`src/alcu_pkg.sv`:
```
// Package with constants, types and operation codes of the accumulator logic and compare unit.
//
// Overview of operation
// - A 16-bit AND combines the low accumulator half with the memory word and writes the result back.
// - A 32-bit AND combines the whole accumulator with two memory words or an immediate.
// - A 16-bit OR combines the low accumulator half with the memory word and writes the result back.
// - A 32-bit OR combines the whole accumulator with two memory words or an immediate.
// - A 16-bit XOR combines the low accumulator half with the memory word and writes the result back.
// - A 32-bit XOR combines the whole accumulator with two memory words or an immediate.
// - An immediate for the 32-bit logic forms must lie in 0 to 0FFFFFFF, otherwise the operation is refused.
// - Every logic operation sets the zero flag exactly when the accumulator result is zero.
// - Every logic operation sets the negative flag when bit 31 of the accumulator result is set.
// - A 16-bit compare checks the low accumulator half against the memory word and only touches the compare flags.
// - The less flag is set when the accumulator value is below the operand.
// - The equal flag is set when the accumulator value equals the operand.
// - The greater flag is set when the accumulator value is above the operand.
// - A flag holds until the next operation that drives that same flag, so users must sample it before then.
package alcu_pkg;

	localparam int          DATA_W        = 32;
	localparam int          HALF_W        = 16;
	localparam int          ADDR_W        = 12;
	localparam int          IRQ_W         = 4;

	localparam logic [31:0] IMM_MAX       = 32'h0FFFFFFF;

	localparam logic [11:0] CTRL_OFS      = 12'h000;
	localparam logic [11:0] ACC_OFS       = 12'h004;
	localparam logic [11:0] FLAGS_OFS     = 12'h008;
	localparam logic [11:0] IRQ_STAT_OFS  = 12'h00C;
	localparam logic [11:0] IRQ_MASK_OFS  = 12'h010;
	localparam logic [11:0] OP_COUNT_OFS  = 12'h014;

	localparam int          CTRL_EN_BIT   = 0;
	localparam logic        CTRL_EN_RST   = 1'b1;
	localparam logic [31:0] ACC_RST       = 32'h00000000;
	localparam logic [3:0]  IRQ_MASK_RST  = 4'h0;

	localparam int          IRQ_LOGIC_BIT = 0;
	localparam int          IRQ_COMPARE_BIT = 1;
	localparam int          IRQ_RANGE_BIT = 2;
	localparam int          IRQ_IGN_BIT   = 3;

	localparam int          FLAG_ZERO_BIT = 0;
	localparam int          FLAG_NEG_BIT  = 1;
	localparam int          FLAG_LESS_BIT = 2;
	localparam int          FLAG_EQ_BIT   = 3;
	localparam int          FLAG_GT_BIT   = 4;

	// Operation codes presented by the sequencer.
	typedef enum logic [2:0]
	{
		no_op           = 3'h0,
		and_word_op     = 3'h1,
		and_double_op   = 3'h2,
		or_word_op      = 3'h3,
		or_double_op    = 3'h4,
		xor_word_op     = 3'h5,
		xor_double_op   = 3'h6,
		compare_word_op = 3'h7
	} alcu_op_e;

	// One request from the sequencer with the operand fetched from data memory.
	typedef struct packed
	{
		alcu_op_e          code;
		logic              use_imm;
		logic [HALF_W-1:0] mem_hi;
		logic [HALF_W-1:0] mem_lo;
		logic [DATA_W-1:0] imm;
	} alcu_op_s;

	typedef struct packed
	{
		logic greater_flag;
		logic equal_flag;
		logic less_flag;
		logic negative_flag;
		logic zero_flag;
	} alcu_flags_s;

endpackage

```
`src/alcu_logic_core.sv`:
```
// Combinational logic and compare datapath of the accumulator unit.
`timescale 1ns/1ps
module alcu_logic_core #(
	parameter int DATA_W = alcu_pkg::DATA_W,
	parameter int HALF_W = alcu_pkg::HALF_W
) (
	input  wire alcu_pkg::alcu_op_e code,
	input  wire logic [DATA_W-1:0]  acc,
	input  wire logic [DATA_W-1:0]  operand,
	output logic [DATA_W-1:0]       result,
	output logic                    writes_acc,
	output logic                    is_compare,
	output logic                    less,
	output logic                    equal,
	output logic                    greater
);

	logic [HALF_W-1:0] acc_lo;
	logic [HALF_W-1:0] opd_lo;

	assign acc_lo = acc[HALF_W-1:0];
	assign opd_lo = operand[HALF_W-1:0];

	always_comb
	begin
		result     = acc;
		writes_acc = 1'b1;
		is_compare = 1'b0;
		case (code)
			alcu_pkg::and_word_op:     result[HALF_W-1:0] = acc_lo & opd_lo;
			alcu_pkg::and_double_op:   result = acc & operand;
			alcu_pkg::or_word_op:      result[HALF_W-1:0] = acc_lo | opd_lo;
			alcu_pkg::or_double_op:    result = acc | operand;
			alcu_pkg::xor_word_op:     result[HALF_W-1:0] = acc_lo ^ opd_lo;
			alcu_pkg::xor_double_op:   result = acc ^ operand;
			alcu_pkg::compare_word_op:
			begin
				writes_acc = 1'b0;
				is_compare = 1'b1;
			end
			default:                   writes_acc = 1'b0;
		endcase
	end

	// Unsigned compare of the low accumulator half.
	assign less    = acc_lo < opd_lo;
	assign equal   = acc_lo == opd_lo;
	assign greater = acc_lo > opd_lo;

endmodule

```
`src/alcu_unit.sv`:
```
// Accumulator logic and compare unit with sequencer port and APB register slave.
//
// Decided for this implementation: the register addresses and the APB register port.
`timescale 1ns/1ps
module alcu_unit #(
	parameter int DATA_W = alcu_pkg::DATA_W,
	parameter int HALF_W = alcu_pkg::HALF_W,
	parameter int ADDR_W = alcu_pkg::ADDR_W
) (
	input  wire logic                pclk,
	input  wire logic                presetn,
	input  wire logic                psel,
	input  wire logic                penable,
	input  wire logic                pwrite,
	input  wire logic [ADDR_W-1:0]   paddr,
	input  wire logic [31:0]         pwdata,
	output logic [31:0]              prdata,
	output logic                     pready,
	output logic                     pslverr,
	input  wire logic                op_valid,
	input  wire alcu_pkg::alcu_op_s  op_req,
	output logic                     op_ready,
	output logic                     op_done,
	output logic [DATA_W-1:0]        acc_value,
	output alcu_pkg::alcu_flags_s    flags,
	output logic                     irq
);

	localparam int IRQ_W = alcu_pkg::IRQ_W;

	logic                  ctrl_enable;
	logic [IRQ_W-1:0]      irq_status;
	logic [IRQ_W-1:0]      irq_mask;
	logic [IRQ_W-1:0]      irq_event;
	logic [IRQ_W-1:0]      read_clear;
	logic [31:0]           op_count;

	logic                  is_double;
	logic                  range_bad;
	logic                  op_seen;
	logic                  op_exec;
	logic                  op_ignored;
	logic [DATA_W-1:0]     operand;
	logic [DATA_W-1:0]     core_result;
	logic                  core_writes;
	logic                  core_compare;
	logic                  core_less;
	logic                  core_equal;
	logic                  core_greater;

	logic                  apb_setup;
	logic                  apb_access;
	logic                  apb_write;
	logic                  addr_hit;
	logic [31:0]           next_prdata;
	logic                  clear_pending;
	logic [IRQ_W-1:0]      clear_bits;

	// The unit finishes every operation in the cycle it is presented, so it never stalls the sequencer.
	assign op_ready = 1'b1;

	assign is_double = (op_req.code == alcu_pkg::and_double_op)
		|| (op_req.code == alcu_pkg::or_double_op)
		|| (op_req.code == alcu_pkg::xor_double_op);

	// An immediate beyond the allowed constant range is refused.
	assign range_bad = is_double && op_req.use_imm && (op_req.imm > alcu_pkg::IMM_MAX);

	assign op_seen    = op_valid && (op_req.code != alcu_pkg::no_op);
	assign op_exec    = op_seen && ctrl_enable && !range_bad;
	assign op_ignored = op_seen && !ctrl_enable;

	// Word forms use the first memory word; double forms pair low then high word, or take the immediate.
	always_comb
	begin
		if (!is_double)
		begin
			operand = {{(DATA_W-HALF_W){1'b0}}, op_req.mem_lo};
		end
		else if (op_req.use_imm)
		begin
			operand = op_req.imm;
		end
		else
		begin
			operand = {op_req.mem_hi, op_req.mem_lo};
		end
	end

	alcu_logic_core #(
		.DATA_W (DATA_W),
		.HALF_W (HALF_W)
	) u_core (
		.code       (op_req.code),
		.acc        (acc_value),
		.operand    (operand),
		.result     (core_result),
		.writes_acc (core_writes),
		.is_compare (core_compare),
		.less       (core_less),
		.equal      (core_equal),
		.greater    (core_greater)
	);

	assign apb_setup  = psel && !penable;
	assign apb_access = psel && penable;
	assign apb_write  = apb_access && pwrite;
	assign pready     = 1'b1;

	always_comb
	begin
		addr_hit = 1'b1;
		case (paddr)
			alcu_pkg::CTRL_OFS,
			alcu_pkg::ACC_OFS,
			alcu_pkg::FLAGS_OFS,
			alcu_pkg::IRQ_STAT_OFS,
			alcu_pkg::IRQ_MASK_OFS,
			alcu_pkg::OP_COUNT_OFS: addr_hit = 1'b1;
			default:                addr_hit = 1'b0;
		endcase
	end

	// Read data are gathered in the setup phase so that they come from a flip-flop in the access phase.
	always_comb
	begin
		next_prdata = 32'h00000000;
		case (paddr)
			alcu_pkg::CTRL_OFS:     next_prdata[alcu_pkg::CTRL_EN_BIT] = ctrl_enable;
			alcu_pkg::ACC_OFS:      next_prdata = acc_value;
			alcu_pkg::FLAGS_OFS:    next_prdata[4:0] = flags;
			alcu_pkg::IRQ_STAT_OFS: next_prdata[IRQ_W-1:0] = irq_status;
			alcu_pkg::IRQ_MASK_OFS: next_prdata[IRQ_W-1:0] = irq_mask;
			alcu_pkg::OP_COUNT_OFS: next_prdata = op_count;
			default:                next_prdata = 32'h00000000;
		endcase
	end

	always_ff @(posedge pclk or negedge presetn)
	begin
		if (!presetn)
		begin
			prdata  <= 32'h00000000;
			pslverr <= 1'b0;
		end
		else if (apb_setup)
		begin
			prdata  <= pwrite ? 32'h00000000 : next_prdata;
			pslverr <= !addr_hit;
		end
	end

	// Only the status bits that were actually returned by the read are cleared at its access edge.
	always_ff @(posedge pclk or negedge presetn)
	begin
		if (!presetn)
		begin
			clear_pending <= 1'b0;
			clear_bits    <= 4'h0;
		end
		else
		begin
			clear_pending <= apb_setup && !pwrite && (paddr == alcu_pkg::IRQ_STAT_OFS);
			clear_bits    <= irq_status;
		end
	end

	assign read_clear = (clear_pending && apb_access && !pwrite) ? clear_bits : 4'h0;

	always_ff @(posedge pclk or negedge presetn)
	begin
		if (!presetn)
		begin
			ctrl_enable <= alcu_pkg::CTRL_EN_RST;
		end
		else if (apb_write && (paddr == alcu_pkg::CTRL_OFS))
		begin
			ctrl_enable <= pwdata[alcu_pkg::CTRL_EN_BIT];
		end
	end

	always_ff @(posedge pclk or negedge presetn)
	begin
		if (!presetn)
		begin
			irq_mask <= alcu_pkg::IRQ_MASK_RST;
		end
		else if (apb_write && (paddr == alcu_pkg::IRQ_MASK_OFS))
		begin
			irq_mask <= pwdata[IRQ_W-1:0];
		end
	end

	// The sequencer's result has priority over a software write to the accumulator in the same cycle.
	always_ff @(posedge pclk or negedge presetn)
	begin
		if (!presetn)
		begin
			acc_value <= alcu_pkg::ACC_RST;
		end
		else if (op_exec && core_writes)
		begin
			acc_value <= core_result;
		end
		else if (apb_write && (paddr == alcu_pkg::ACC_OFS))
		begin
			acc_value <= pwdata[DATA_W-1:0];
		end
	end

	// Logic forms drive zero and negative; the compare drives only its three flags.
	always_ff @(posedge pclk or negedge presetn)
	begin
		if (!presetn)
		begin
			flags.zero_flag     <= 1'b0;
			flags.negative_flag <= 1'b0;
		end
		else if (op_exec && core_writes)
		begin
			flags.zero_flag     <= (core_result == '0);
			flags.negative_flag <= core_result[DATA_W-1];
		end
	end

	always_ff @(posedge pclk or negedge presetn)
	begin
		if (!presetn)
		begin
			flags.less_flag    <= 1'b0;
			flags.equal_flag   <= 1'b0;
			flags.greater_flag <= 1'b0;
		end
		else if (op_exec && core_compare)
		begin
			flags.less_flag    <= core_less;
			flags.equal_flag   <= core_equal;
			flags.greater_flag <= core_greater;
		end
	end

	always_ff @(posedge pclk or negedge presetn)
	begin
		if (!presetn)
		begin
			op_done <= 1'b0;
		end
		else
		begin
			op_done <= op_exec;
		end
	end

	always_ff @(posedge pclk or negedge presetn)
	begin
		if (!presetn)
		begin
			op_count <= 32'h00000000;
		end
		else if (op_exec)
		begin
			op_count <= op_count + 32'h00000001;
		end
	end

	always_comb
	begin
		irq_event                          = 4'h0;
		irq_event[alcu_pkg::IRQ_LOGIC_BIT] = op_exec && core_writes;
		irq_event[alcu_pkg::IRQ_COMPARE_BIT] = op_exec && core_compare;
		irq_event[alcu_pkg::IRQ_RANGE_BIT] = op_seen && ctrl_enable && range_bad;
		irq_event[alcu_pkg::IRQ_IGN_BIT]   = op_ignored;
	end

	// A new event in the clearing cycle survives because the set term is applied after the clear.
	always_ff @(posedge pclk or negedge presetn)
	begin
		if (!presetn)
		begin
			irq_status <= 4'h0;
		end
		else
		begin
			irq_status <= (irq_status & ~read_clear) | irq_event;
		end
	end

	always_ff @(posedge pclk or negedge presetn)
	begin
		if (!presetn)
		begin
			irq <= 1'b0;
		end
		else
		begin
			irq <= |(((irq_status & ~read_clear) | irq_event) & irq_mask);
		end
	end

endmodule

```
`config.mk`:
```
export PLATFORM = sky130hd
export DESIGN_NAME = alcu_unit
export DESIGN_NICKNAME = d
export VERILOG_FILES = /design/src/alcu_pkg.sv /design/src/alcu_logic_core.sv /design/src/alcu_unit.sv
export SDC_FILE = /design/constraint.sdc
export NUM_CORES = 1
export LEC_CHECK = 0
export BUFFER_PORTS_ARGS = -buffer_cell sky130_fd_sc_hd__buf_2
export CORE_MARGIN = 3
export CORE_UTILIZATION = 32
export DETAILED_ROUTE_END_ITERATION = 8
export PLACE_DENSITY_LB_ADDON = 0.1
export SYNTH_ARGS = -nofsm -noshare
export SYNTH_HDL_FRONTEND = slang
export SYNTH_SLANG_ARGS = --single-unit
```
`constraint.sdc`:
```
create_clock -name pclk -period 6.85 [get_ports pclk]
set_input_delay 0.685 -clock pclk [delete_from_list [all_inputs] [get_ports pclk]]
set_output_delay 0.685 -clock pclk [all_outputs]
set_load 0.03 [all_outputs]
```
==> results.json, run 1 <==
{
  "io_pins": 192,
  "clock_path_buffers": 2,
  "cp-startpoint": "op_req[67]",
  "synth_area_per_cell_sq_um": 8.82,
  "r2r_setup_slack_ns": 2.99,
  "maxCapViolations": 0,
  "grt_max_degree": 71,
  "cts-htree-levels": 4,
  "synth_warnings": 0,
  "hold_path.class": "in -> async",
  "clock_latency_ns": 0.42,
  "synth_top_cell_area_share_pct": 37.2,
  "yosysUniqueCellTypes": 61,
  "drc": 0,
  "dpl-instance-area_sq_mm": 0.00911,
  "whs_ns": 0.380,
  "initial_utilization_pct": 33.0,
  "clock_sinks": 118,
  "vias": 7191,
  "die_x_um": 163,
  "core_sq_mm": 0.0238,
  "critPathLaunchType": "primary input",
  "dp.cells": 1362,
  "yosysSeqAreaShare_pct": 37.6,
  "cts_buffers": 17,
  "gp_congestion": 0.826,
  "antenna_found_initial": 0,
  "cts_tree": "yes",
  "antennaDiodeCount": 0,
  "grt_pass1_wl_um": 41200,
  "skew_ns": 0.0105,
  "design_area_sq_mm": 0.00975,
  "cts-resized-gates": 0,
  "fmax_mhz": 230,
  "antenna_left": 0,
  "finalCriticalPeriod_ns": 4.35,
  "critPathRequiredTime_ns": 7.19,
  "wl_per_cell_um": 19.2,
  "firstDrtPassIters": 5,
  "wirelength_um": 26700,
  "leakage_nw": 4.85,
  "fillers": 2492,
  "fin_nets": 1231,
  "synth_ff_type": "dfrtp_1",
  "via_per_inst": 5.16,
  "status": "finished clean",
  "synthCells": 891,
  "r2r_cells": 9,
  "ir_drop_uv": 143,
  "worstSetupPathType": "in -> reg",
  "die_area_sq_mm": 0.0265,
  "cts_hold_buf": 0,
  "synth_edf_count": 0,
  "drtIter0Drc": 401,
  "post_cts_buffers": 0,
  "grt_pass1_vias": 7176,
  "final.setup.tns_ns": 0,
  "hold_violations": 0,
  "tightest_slew_ns": 1.18,
  "min_period_over_period_pct": 63.5,
  "critPathCaptureType": "flip-flop",
  "gr-total-overflow": 0,
  "reg2reg_from": "ctrl_enable$_DFFE_PN1P_",
  "synth.largest_area_cell": "dfrtp_1",
  "synthArstFlopShare_pct": 100,
  "cp_max_fo": 48,
  "rsz0062_at_grt": "false",
  "cp.arrival_ns": 4.70,
  "area_growth_pct": 24.0,
  "crit_end": "flags[0]$_DFFE_PN0N_",
  "synth_area_leaders": "dfrtp_1, ha_1, nand2_1",
  "num_rows": 56,
  "io_buffers": 189,
  "root_buffer": "clkbuf_16",
  "drive_above_1_share_pct": 25.5,
  "regToRegEndpoint": "flags[0]$_DFFE_PN0N_",
  "synth_area_sq_mm": 0.00786,
  "powerDensity_mw_per_mm2": 195,
  "finalNonFillerCells": 1394,
  "synth_seq_cells": 118,
  "drv_slew": 0,
  "dpl.hpwl_um": 19900,
  "setup_violations": 0,
  "cts.clk_slew.worst_paths_ns": 0.06,
  "die_h_um": 163,
  "slew_headroom_pct": 21.0,
  "grt_usage_pct": 20.1,
  "power_mw": 1.90
}
==> cell type report <==
class	count	area, sq um	area share (%)
Multi-Input combinational cell	670	4510	46.3
Sequential cell	118	2950	30.3
Timing Repair Buffer	202	1050	10.7
Clock buffer	20	467	4.79
Tap cell	319	399	4.09
Inverter	53	199	2.04
Clock inverter	12	174	1.78
==> synthesized netlist by cell type (all sizes together), types with 23 or more instances <==
cell type	count
a211oi	23
a21oi	47
a22oi	40
clkbuf	42
dfrtp	117
ha	51
inv	53
mux2	24
mux2i	34
nand2	124
nor2	36
o21ai	75
==> cell families (layout without fill, tap and decap cells) <==
kind of cell	after synthesis	in the layout	share of synthesized area (%)
other	1	2	0.0477
DFF	118	118	37.6
and+or+nand+nor	278	278	17.0
muxes	58	58	7.77
xor gates and xnor gates	33	33	3.68
buffers and inverters	104	287	5.12
AOI/OAI and AO/OA	248	248	20.7
adders and majority gates	51	51	8.12
==> worst min path at each step <==
| stage | from | to | slack (ns) | cells after the start |
|---|---|---|---|---|
| after floorplan | irq_status[0]$_DFF_PN0_ | clear_bits[0]$_DFF_PN0_ | 0.37 | 0 |
| after global placement | irq_status[0]$_DFF_PN0_ | clear_bits[0]$_DFF_PN0_ | 0.39 | 0 |
| after detailed placement | irq_status[1]$_DFF_PN0_ | clear_bits[1]$_DFF_PN0_ | 0.39 | 0 |
| after CTS | irq_status[0]$_DFF_PN0_ | clear_bits[0]$_DFF_PN0_ | 0.41 | 0 |
| after global routing | irq_status[1]$_DFF_PN0_ | clear_bits[1]$_DFF_PN0_ | 0.42 | 0 |
| final | presetn | acc_value[10]$_DFFE_PN0P_ | 0.38 | 1 |
==> where the power goes <==
part / switching (mW) / internal (mW)
Sequential: 0.00585 / 0.700
Clock: 0.339 / 0.636
Combinational: 0.135 / 0.0837
Total: 0.480 / 1.42
==> metrics by stage <==
stage / util (%) / setup WS [ns]
2_1_floorplan: - / 2.50
3_3_place_gp: 38.2 / 2.15
3_5_place_dp: 38.2 / 2.06
4_1_cts: 40.9 / 2.48
5_1_grt: 40.9 / 2.27
6_report: 40.9 / 2.50
==> layer usage <==
metal / vias to the layer above / wire length, um / share of wire [%] / GRT usage (%)
met4: 0 / 511 / 1.9 / 5.50
met1: 3415 / 12900 / 48 / 28.8
met2: 207 / 12100 / 45 / 31.4
met5: - / 0 / 0 / 0
met3: 27 / 1190 / 4.5 / 3.56
li1: 3542 / - / - / -
==> worst max-delay path, cell delays in order <==
cell      delay [ns]
buf_2           0.30
buf_4           0.42
o311ai_1        0.25
a31oi_1         0.19
buf_4           0.21
and2_2          0.81
o221ai_2        0.23
or4_1           0.53
or4_1           0.51
or4_1           0.40
o21ai_1         0.14
==> layout by cell type (no fill, tap or decap), drive strengths merged, types with 21 or more instances in the layout <==
master / instances
buf: 202
nand2: 124
dfrtp: 117
o21ai: 75
inv: 54
ha: 51
a21oi: 47
a22oi: 40
nor2: 36
mux2i: 34
mux2: 24
a211oi: 23
and3: 21
==> registers in the layout, indices dropped and copies added, names as in the netlist <==
name           flops
acc_value         32
op_done            1
ctrl_enable        1
irq_status         4
irq_mask           4
prdata            32
clear_bits         4
flags              5
pslverr            1
clear_pending      1
op_count          32
irq                1
Note: power is estimated with default switching activity, not from simulation.
==> inputs of run 2 (changes only) <==
- clock period: 6.85 -> 3.7 ns (I/O delays scaled with it)
==> run 2 against run 1 <==
  * Utilization rose by 0.61 points
  * Power increased by 86%
  * Non-clock buffer count up 18
==> results.json, run 2 (synthesis results as in run 1) <==
{
  "die_h_um": 163,
  "finalCriticalPeriod_ns": 3.07,
  "rsz0062_at_grt": "false",
  "clock_latency_ns": 0.42,
  "die_x_um": 163,
  "fmax_mhz": 325,
  "setup_ws_ns": 0.626,
  "multiInputGateArea_sq_mm": 0.00451,
  "cp_max_fo": 4,
  "crit_path_frequent_cell": "or4_1",
  "regToRegEndpoint": "flags[0]$_DFFE_PN0N_",
  "final_cell_mix": "buf_2, nand2_1, dfrtp_1",
  "cp.arrival_ns": 3.42,
  "hold_violations": 0,
  "min_period_over_period_pct": 83.1,
  "layout.area.seq_sq_mm": 0.00295,
  "antenna_left": 0,
  "setup_violations": 0,
  "grt_use_met3_pct": 3.03,
  "status": "finished clean",
  "reg2reg_from": "acc_value[31]$_DFFE_PN0P_",
  "grt_usage_pct": 20.1,
  "die_area_sq_mm": 0.0265,
  "antenna_found_initial": 0,
  "final.setup.tns_ns": 0,
  "grt_max_degree": 78,
  "cts_tree": "yes",
  "r2r_setup_slack_ns": 0.63,
  "drive_above_1_share_pct": 26.5,
  "fillers": 2468,
  "busiest_layer": "met2",
  "cts_hold_buf": 0,
  "gr-total-overflow": 0,
  "use_met1_pct": 29.1,
  "initial_utilization_pct": 33.0,
  "antennaDiodeCount": 0,
  "wl_per_cell_um": 19.2,
  "core_sq_mm": 0.0238,
  "top_regs": "acc_value: 32 flops, op_count: 32 flops, prdata: 32 flops",
  "gp_congestion": 0.838,
  "area_growth_pct": 25.9,
  "grt_pass1_vias": 6956,
  "hold_path.class": "in -> async",
  "dp.cells": 1380,
  "slew_headroom_pct": 32.7,
  "drv_slew": 0,
  "slowest_delay_ns": 0.54,
  "clock_sinks": 118,
  "cts-htree-levels": 4,
  "vias": 7302,
  "ir_drop_uv": 257,
  "critPathRequiredTime_ns": 4.05,
  "firstDrtPassIters": 5,
  "num_rows": 56,
  "powerDensity_mw_per_mm2": 358,
  "worstSetupPathType": "reg -> reg",
  "drtIter0Drc": 453,
  "finalNonFillerCells": 1412,
  "fin_nets": 1249,
  "cts-resized-gates": 0,
  "grt_pass1_wl_um": 40900,
  "via_per_inst": 5.17,
  "clock_path_buffers": 2,
  "cts.clk_slew.worst_paths_ns": 0.06,
  "path_cells": "inv_1, ha_1, nand2_1, o21ai_0, a22oi_1, o221ai_2, or4_1, or4_1, or4_1, o21ai_1",
  "grtUsageMet2_pct": 31.4,
  "dpl.hpwl_um": 20600,
  "dp_slack_ns": 0.256,
  "wirelength_um": 27100,
  "root_buffer": "clkbuf_16",
  "skew_ns": 0.00998,
  "critPathCaptureType": "flip-flop",
  "critPathLaunchType": "flip-flop",
  "r2r_cells": 10,
  "post_cts_buffers": 0,
  "io_buffers": 189,
  "io_pins": 192,
  "mostFrequentLayoutCell": "buf_2",
  "maxCapViolations": 0,
  "drc": 0,
  "tightest_slew_ns": 1.01,
  "leakage_nw": 4.94,
  "crit_slowest_cell": "or4_1",
  "cts_buffers": 17
}
run 2: power breakdown:
group	switching, mW	internal [mW]
sequential	0.0103	1.30
clock	0.622	1.19
combinational	0.254	0.166
run 2: worst max path at each step:
stage,startpoint,to,depth (start not counted)
floorplan,op_req[65],flags[0]$_DFFE_PN0N_,15
global placement,op_req[64],flags[0]$_DFFE_PN0N_,13
detailed placement,op_req[64],flags[0]$_DFFE_PN0N_,13
CTS,acc_value[31]$_DFFE_PN0P_,flags[0]$_DFFE_PN0N_,10
global route,acc_value[31]$_DFFE_PN0P_,flags[0]$_DFFE_PN0N_,10
finish,acc_value[31]$_DFFE_PN0P_,flags[0]$_DFFE_PN0N_,10
run 2: cell type report:
type	instances	area share [%]
clock buffers	19	4.37
multi-input cells	670	45.6
repair buffers	220	12.1
flip-flops and latches	118	29.8
clock inverters	13	2.07
well taps	319	4.03
inverters	53	2.01
run 2: stage by stage:
| stage | hold slack, ns | power (mW) | instance area, sq um | util [%] |
|---|---|---|---|---|
| after floorplan | 0.0744 | 1.56 | 7870 | - |
| after global placement | 0.387 | 1.75 | 9260 | 38.9 |
| after detailed placement | 0.390 | 1.75 | 9260 | 38.9 |
| after CTS | 0.159 | 3.57 | 9900 | 41.5 |
| after global routing | 0.174 | 3.67 | 9900 | 41.5 |
| final | 0.107 | 3.54 | 9900 | 41.5 |
run 2: critical path, delay by kind of cell (launching register included):
kind            cells  cell delay [ns]
simple gates        4             1.50
compound gates      4             0.62
buf+inv             1             0.13
flops               1             0.46
fa+ha+maj           1             0.31
run 2: layer usage:
layer / vias up / wire [um]
met2: 225 / 12400
met5: - / 0
met4: 0 / 455
met1: 3480 / 12900
met3: 23 / 1340
li1: 3574 / -
==> inputs of run 3 (changes only) <==
- ABC_AREA: default -> 1
- clock period: 3.7 -> 2.7 ns (I/O delays scaled with it)
==> run 3 against run 2 <==
  * Power grew 50%
  * Highest routed layer unchanged
  * Critical path depth down 1
  * Critical endpoint is now acc_value[22]$_DFFE_PN0P_
  * Largest cell class unchanged
  * Fmax up 40%
==> results.json, run 3 <==
{
  "clock_sinks": 118,
  "drive_above_1_share_pct": 19.7,
  "io_pins": 192,
  "synth_warnings": 0,
  "gp_congestion": 0.859,
  "synthCells": 1235,
  "setup_violations": 0,
  "finalNonFillerCells": 1769,
  "synth_seq_cells": 118,
  "drv_slew": 0,
  "synth_top_cell_area_share_pct": 33.8,
  "status": "finished clean",
  "wl_met3_um": 1420,
  "fmax_mhz": 454,
  "top_regs": "acc_value: 32 flops, op_count: 32 flops, prdata: 32 flops",
  "multiInputGateArea_sq_mm": 0.00486,
  "fillers": 2820,
  "core_sq_mm": 0.0264,
  "antenna_left": 0,
  "final_core_util_pct": 40.4,
  "rsz0062_at_grt": "false",
  "whs_ns": 0.103,
  "synth.top_cells.by_count": "nand2_1, inv_1, dfrtp_1",
  "grt_usage_pct": 21.5,
  "wl_met2_um": 14200,
  "via_per_inst": 4.93,
  "grt_pass1_wl_um": 48400,
  "cts-htree-levels": 4,
  "finalCriticalPeriod_ns": 2.20,
  "cts_hold_buf": 1,
  "critPathLaunchType": "flip-flop",
  "cp.arrival_ns": 2.53,
  "grt_max_degree": 53,
  "synthArstFlopShare_pct": 100,
  "root_buffer": "clkbuf_16",
  "yosysSeqAreaShare_pct": 34.1,
  "min_period_over_period_pct": 81.6,
  "cp_num_buf_inv": 4,
  "cp_max_fo": 18,
  "wl_per_cell_um": 17.6,
  "synth_area_sq_mm": 0.00866,
  "slew_headroom_pct": 47.8,
  "synth_ff_type": "dfrtp_1",
  "cts_tree": "yes",
  "grt_pass1_vias": 8491,
  "clock_latency_ns": 0.42,
  "skew_ns": 0.0109,
  "die_h_um": 171,
  "critPathRequiredTime_ns": 3.03,
  "yosysUniqueCellTypes": 47,
  "ir_drop_uv": 412,
  "hold_path.class": "in -> reg",
  "path_delay_family": "simple AND/OR/NAND/NOR gates",
  "mostFrequentLayoutCell": "nand2_1",
  "cts.clk_slew.worst_paths_ns": 0.06,
  "die_x_um": 171,
  "antennaDiodeCount": 0,
  "dpl.hpwl_um": 24400,
  "clock_path_buffers": 2,
  "io_buffers": 189,
  "area_growth_pct": 22.8,
  "crit_path_frequent_cell": "inv_2",
  "antenna_found_initial": 0,
  "met1_length_um": 15000,
  "dp.cells": 1736,
  "drtIter0Drc": 553,
  "tightest_slew_ns": 0.783,
  "final_cell_mix": "nand2_1, buf_2, inv_1",
  "worstSetupPathType": "reg -> reg",
  "vias": 8719,
  "crit_slowest_cell": "dfstp_2",
  "initial_utilization_pct": 32.9,
  "final.setup.tns_ns": 0,
  "fin_nets": 1590,
  "synth_area_per_cell_sq_um": 7.01,
  "r2r_setup_slack_ns": 0.50,
  "powerDensity_mw_per_mm2": 500,
  "yosysMostFrequentCell": "nand2_1",
  "gr-total-overflow": 0,
  "synth.largest_area_cell": "dfrtp_1",
  "critPathCaptureType": "flip-flop",
  "firstDrtPassIters": 5,
  "post_cts_buffers": 0,
  "die_area_sq_mm": 0.0291,
  "maxCapViolations": 0,
  "layout.area.seq_sq_mm": 0.00295,
  "wirelength_um": 31200,
  "cts_buffers": 17,
  "slowest_delay_ns": 0.55,
  "leakage_nw": 5.62,
  "highest_layer": "met4",
  "cts-resized-gates": 0,
  "synth_edf_count": 0,
  "hold_violations": 0,
  "drc": 0,
  "path_cells": "inv_1, nor2_4, nand2_4, nor2_8, inv_2, nand2_2, buf_12, inv_2, a221oi_2",
  "synth_area_leaders": "dfrtp_1, nand2_1, ha_1",
  "num_rows": 59
}
[run 3: changes by cell type after synthesis, sizes merged, moves of 21 or more]
cell	change
a22oi	-39
and3	-21
o22ai	+40
mux2i	-33
nand2	+260
nand3	+52
clkbuf	-23
inv	+112
mux2	-22
a22o	+23
a211oi	-22
nor2	+72
[run 3: worst reg2reg max path, cell delays in order, from the launching register on]
cell and delay (ns):
dfstp_2 0.55, inv_1 0.11, nor2_4 0.14, nand2_4 0.14, nor2_8 0.31, inv_2 0.11, nand2_2 0.28, buf_12 0.21
inv_2 0.06, a221oi_2 0.20
[run 3: worst paths after layout]
kind / start / endpoint / depth (start not counted)
setup / recovery: ctrl_enable$_DFFE_PN1P_ / acc_value[22]$_DFFE_PN0P_ / 9
hold / removal: pwdata[21] / acc_value[21]$_DFFE_PN0P_ / 3
setup reg to reg: ctrl_enable$_DFFE_PN1P_ / acc_value[22]$_DFFE_PN0P_ / 9
hold reg to reg: irq_status[2]$_DFF_PN0_ / clear_bits[2]$_DFF_PN0_ / 0
max in group asynchronous: presetn / acc_value[0]$_DFFE_PN0P_ / 3
min in group asynchronous: presetn / op_count[28]$_DFFE_PN0P_ / 2
[run 3: per-stage QoR]
stage / setup WS, ns / power [mW] / instance area [sq um]
after detailed placement: 0.270 / 3.00 / 10000
after CTS: 0.497 / 5.38 / 10600
after global routing: 0.320 / 5.60 / 10600
after global placement: 0.332 / 3.00 / 10000
final: 0.498 / 5.32 / 10600
after floorplan: 0.352 / 2.58 / 8660
[run 3: layout make-up]
class | instances | share of cell area, %
clock buffer | 17 | 4.00
clock inverter | 15 | 1.69
inverter | 166 | 5.86
multi-input combinational | 904 | 45.7
sequential | 118 | 27.8
tap | 335 | 3.94
timing repair buffer | 214 | 11.1
[run 3: report_power, final]
part	internal (mW)	switching [mW]
Combinational	0.343	0.707
Clock	1.45	0.898
Sequential	1.84	0.0809
Total	3.64	1.69
[run 3: metal layers]
metal,GRT usage [%],vias up
li1,-,4404
met1,30.5,4071
met2,34.5,208
met3,3.33,36
met4,5.40,0
met5,0,-
[run 3: kinds of logic after synthesis]
group,share of synthesized area (%)
adder cells (fa/ha/maj),7.37
XOR/XNOR,3.03
AO/OA/AOI/OAI,15.2
buffers and inverters,9.84
other,0.0433
AND/OR/NAND/NOR,30.0
flip-flops,34.1
multiplexers,0.376
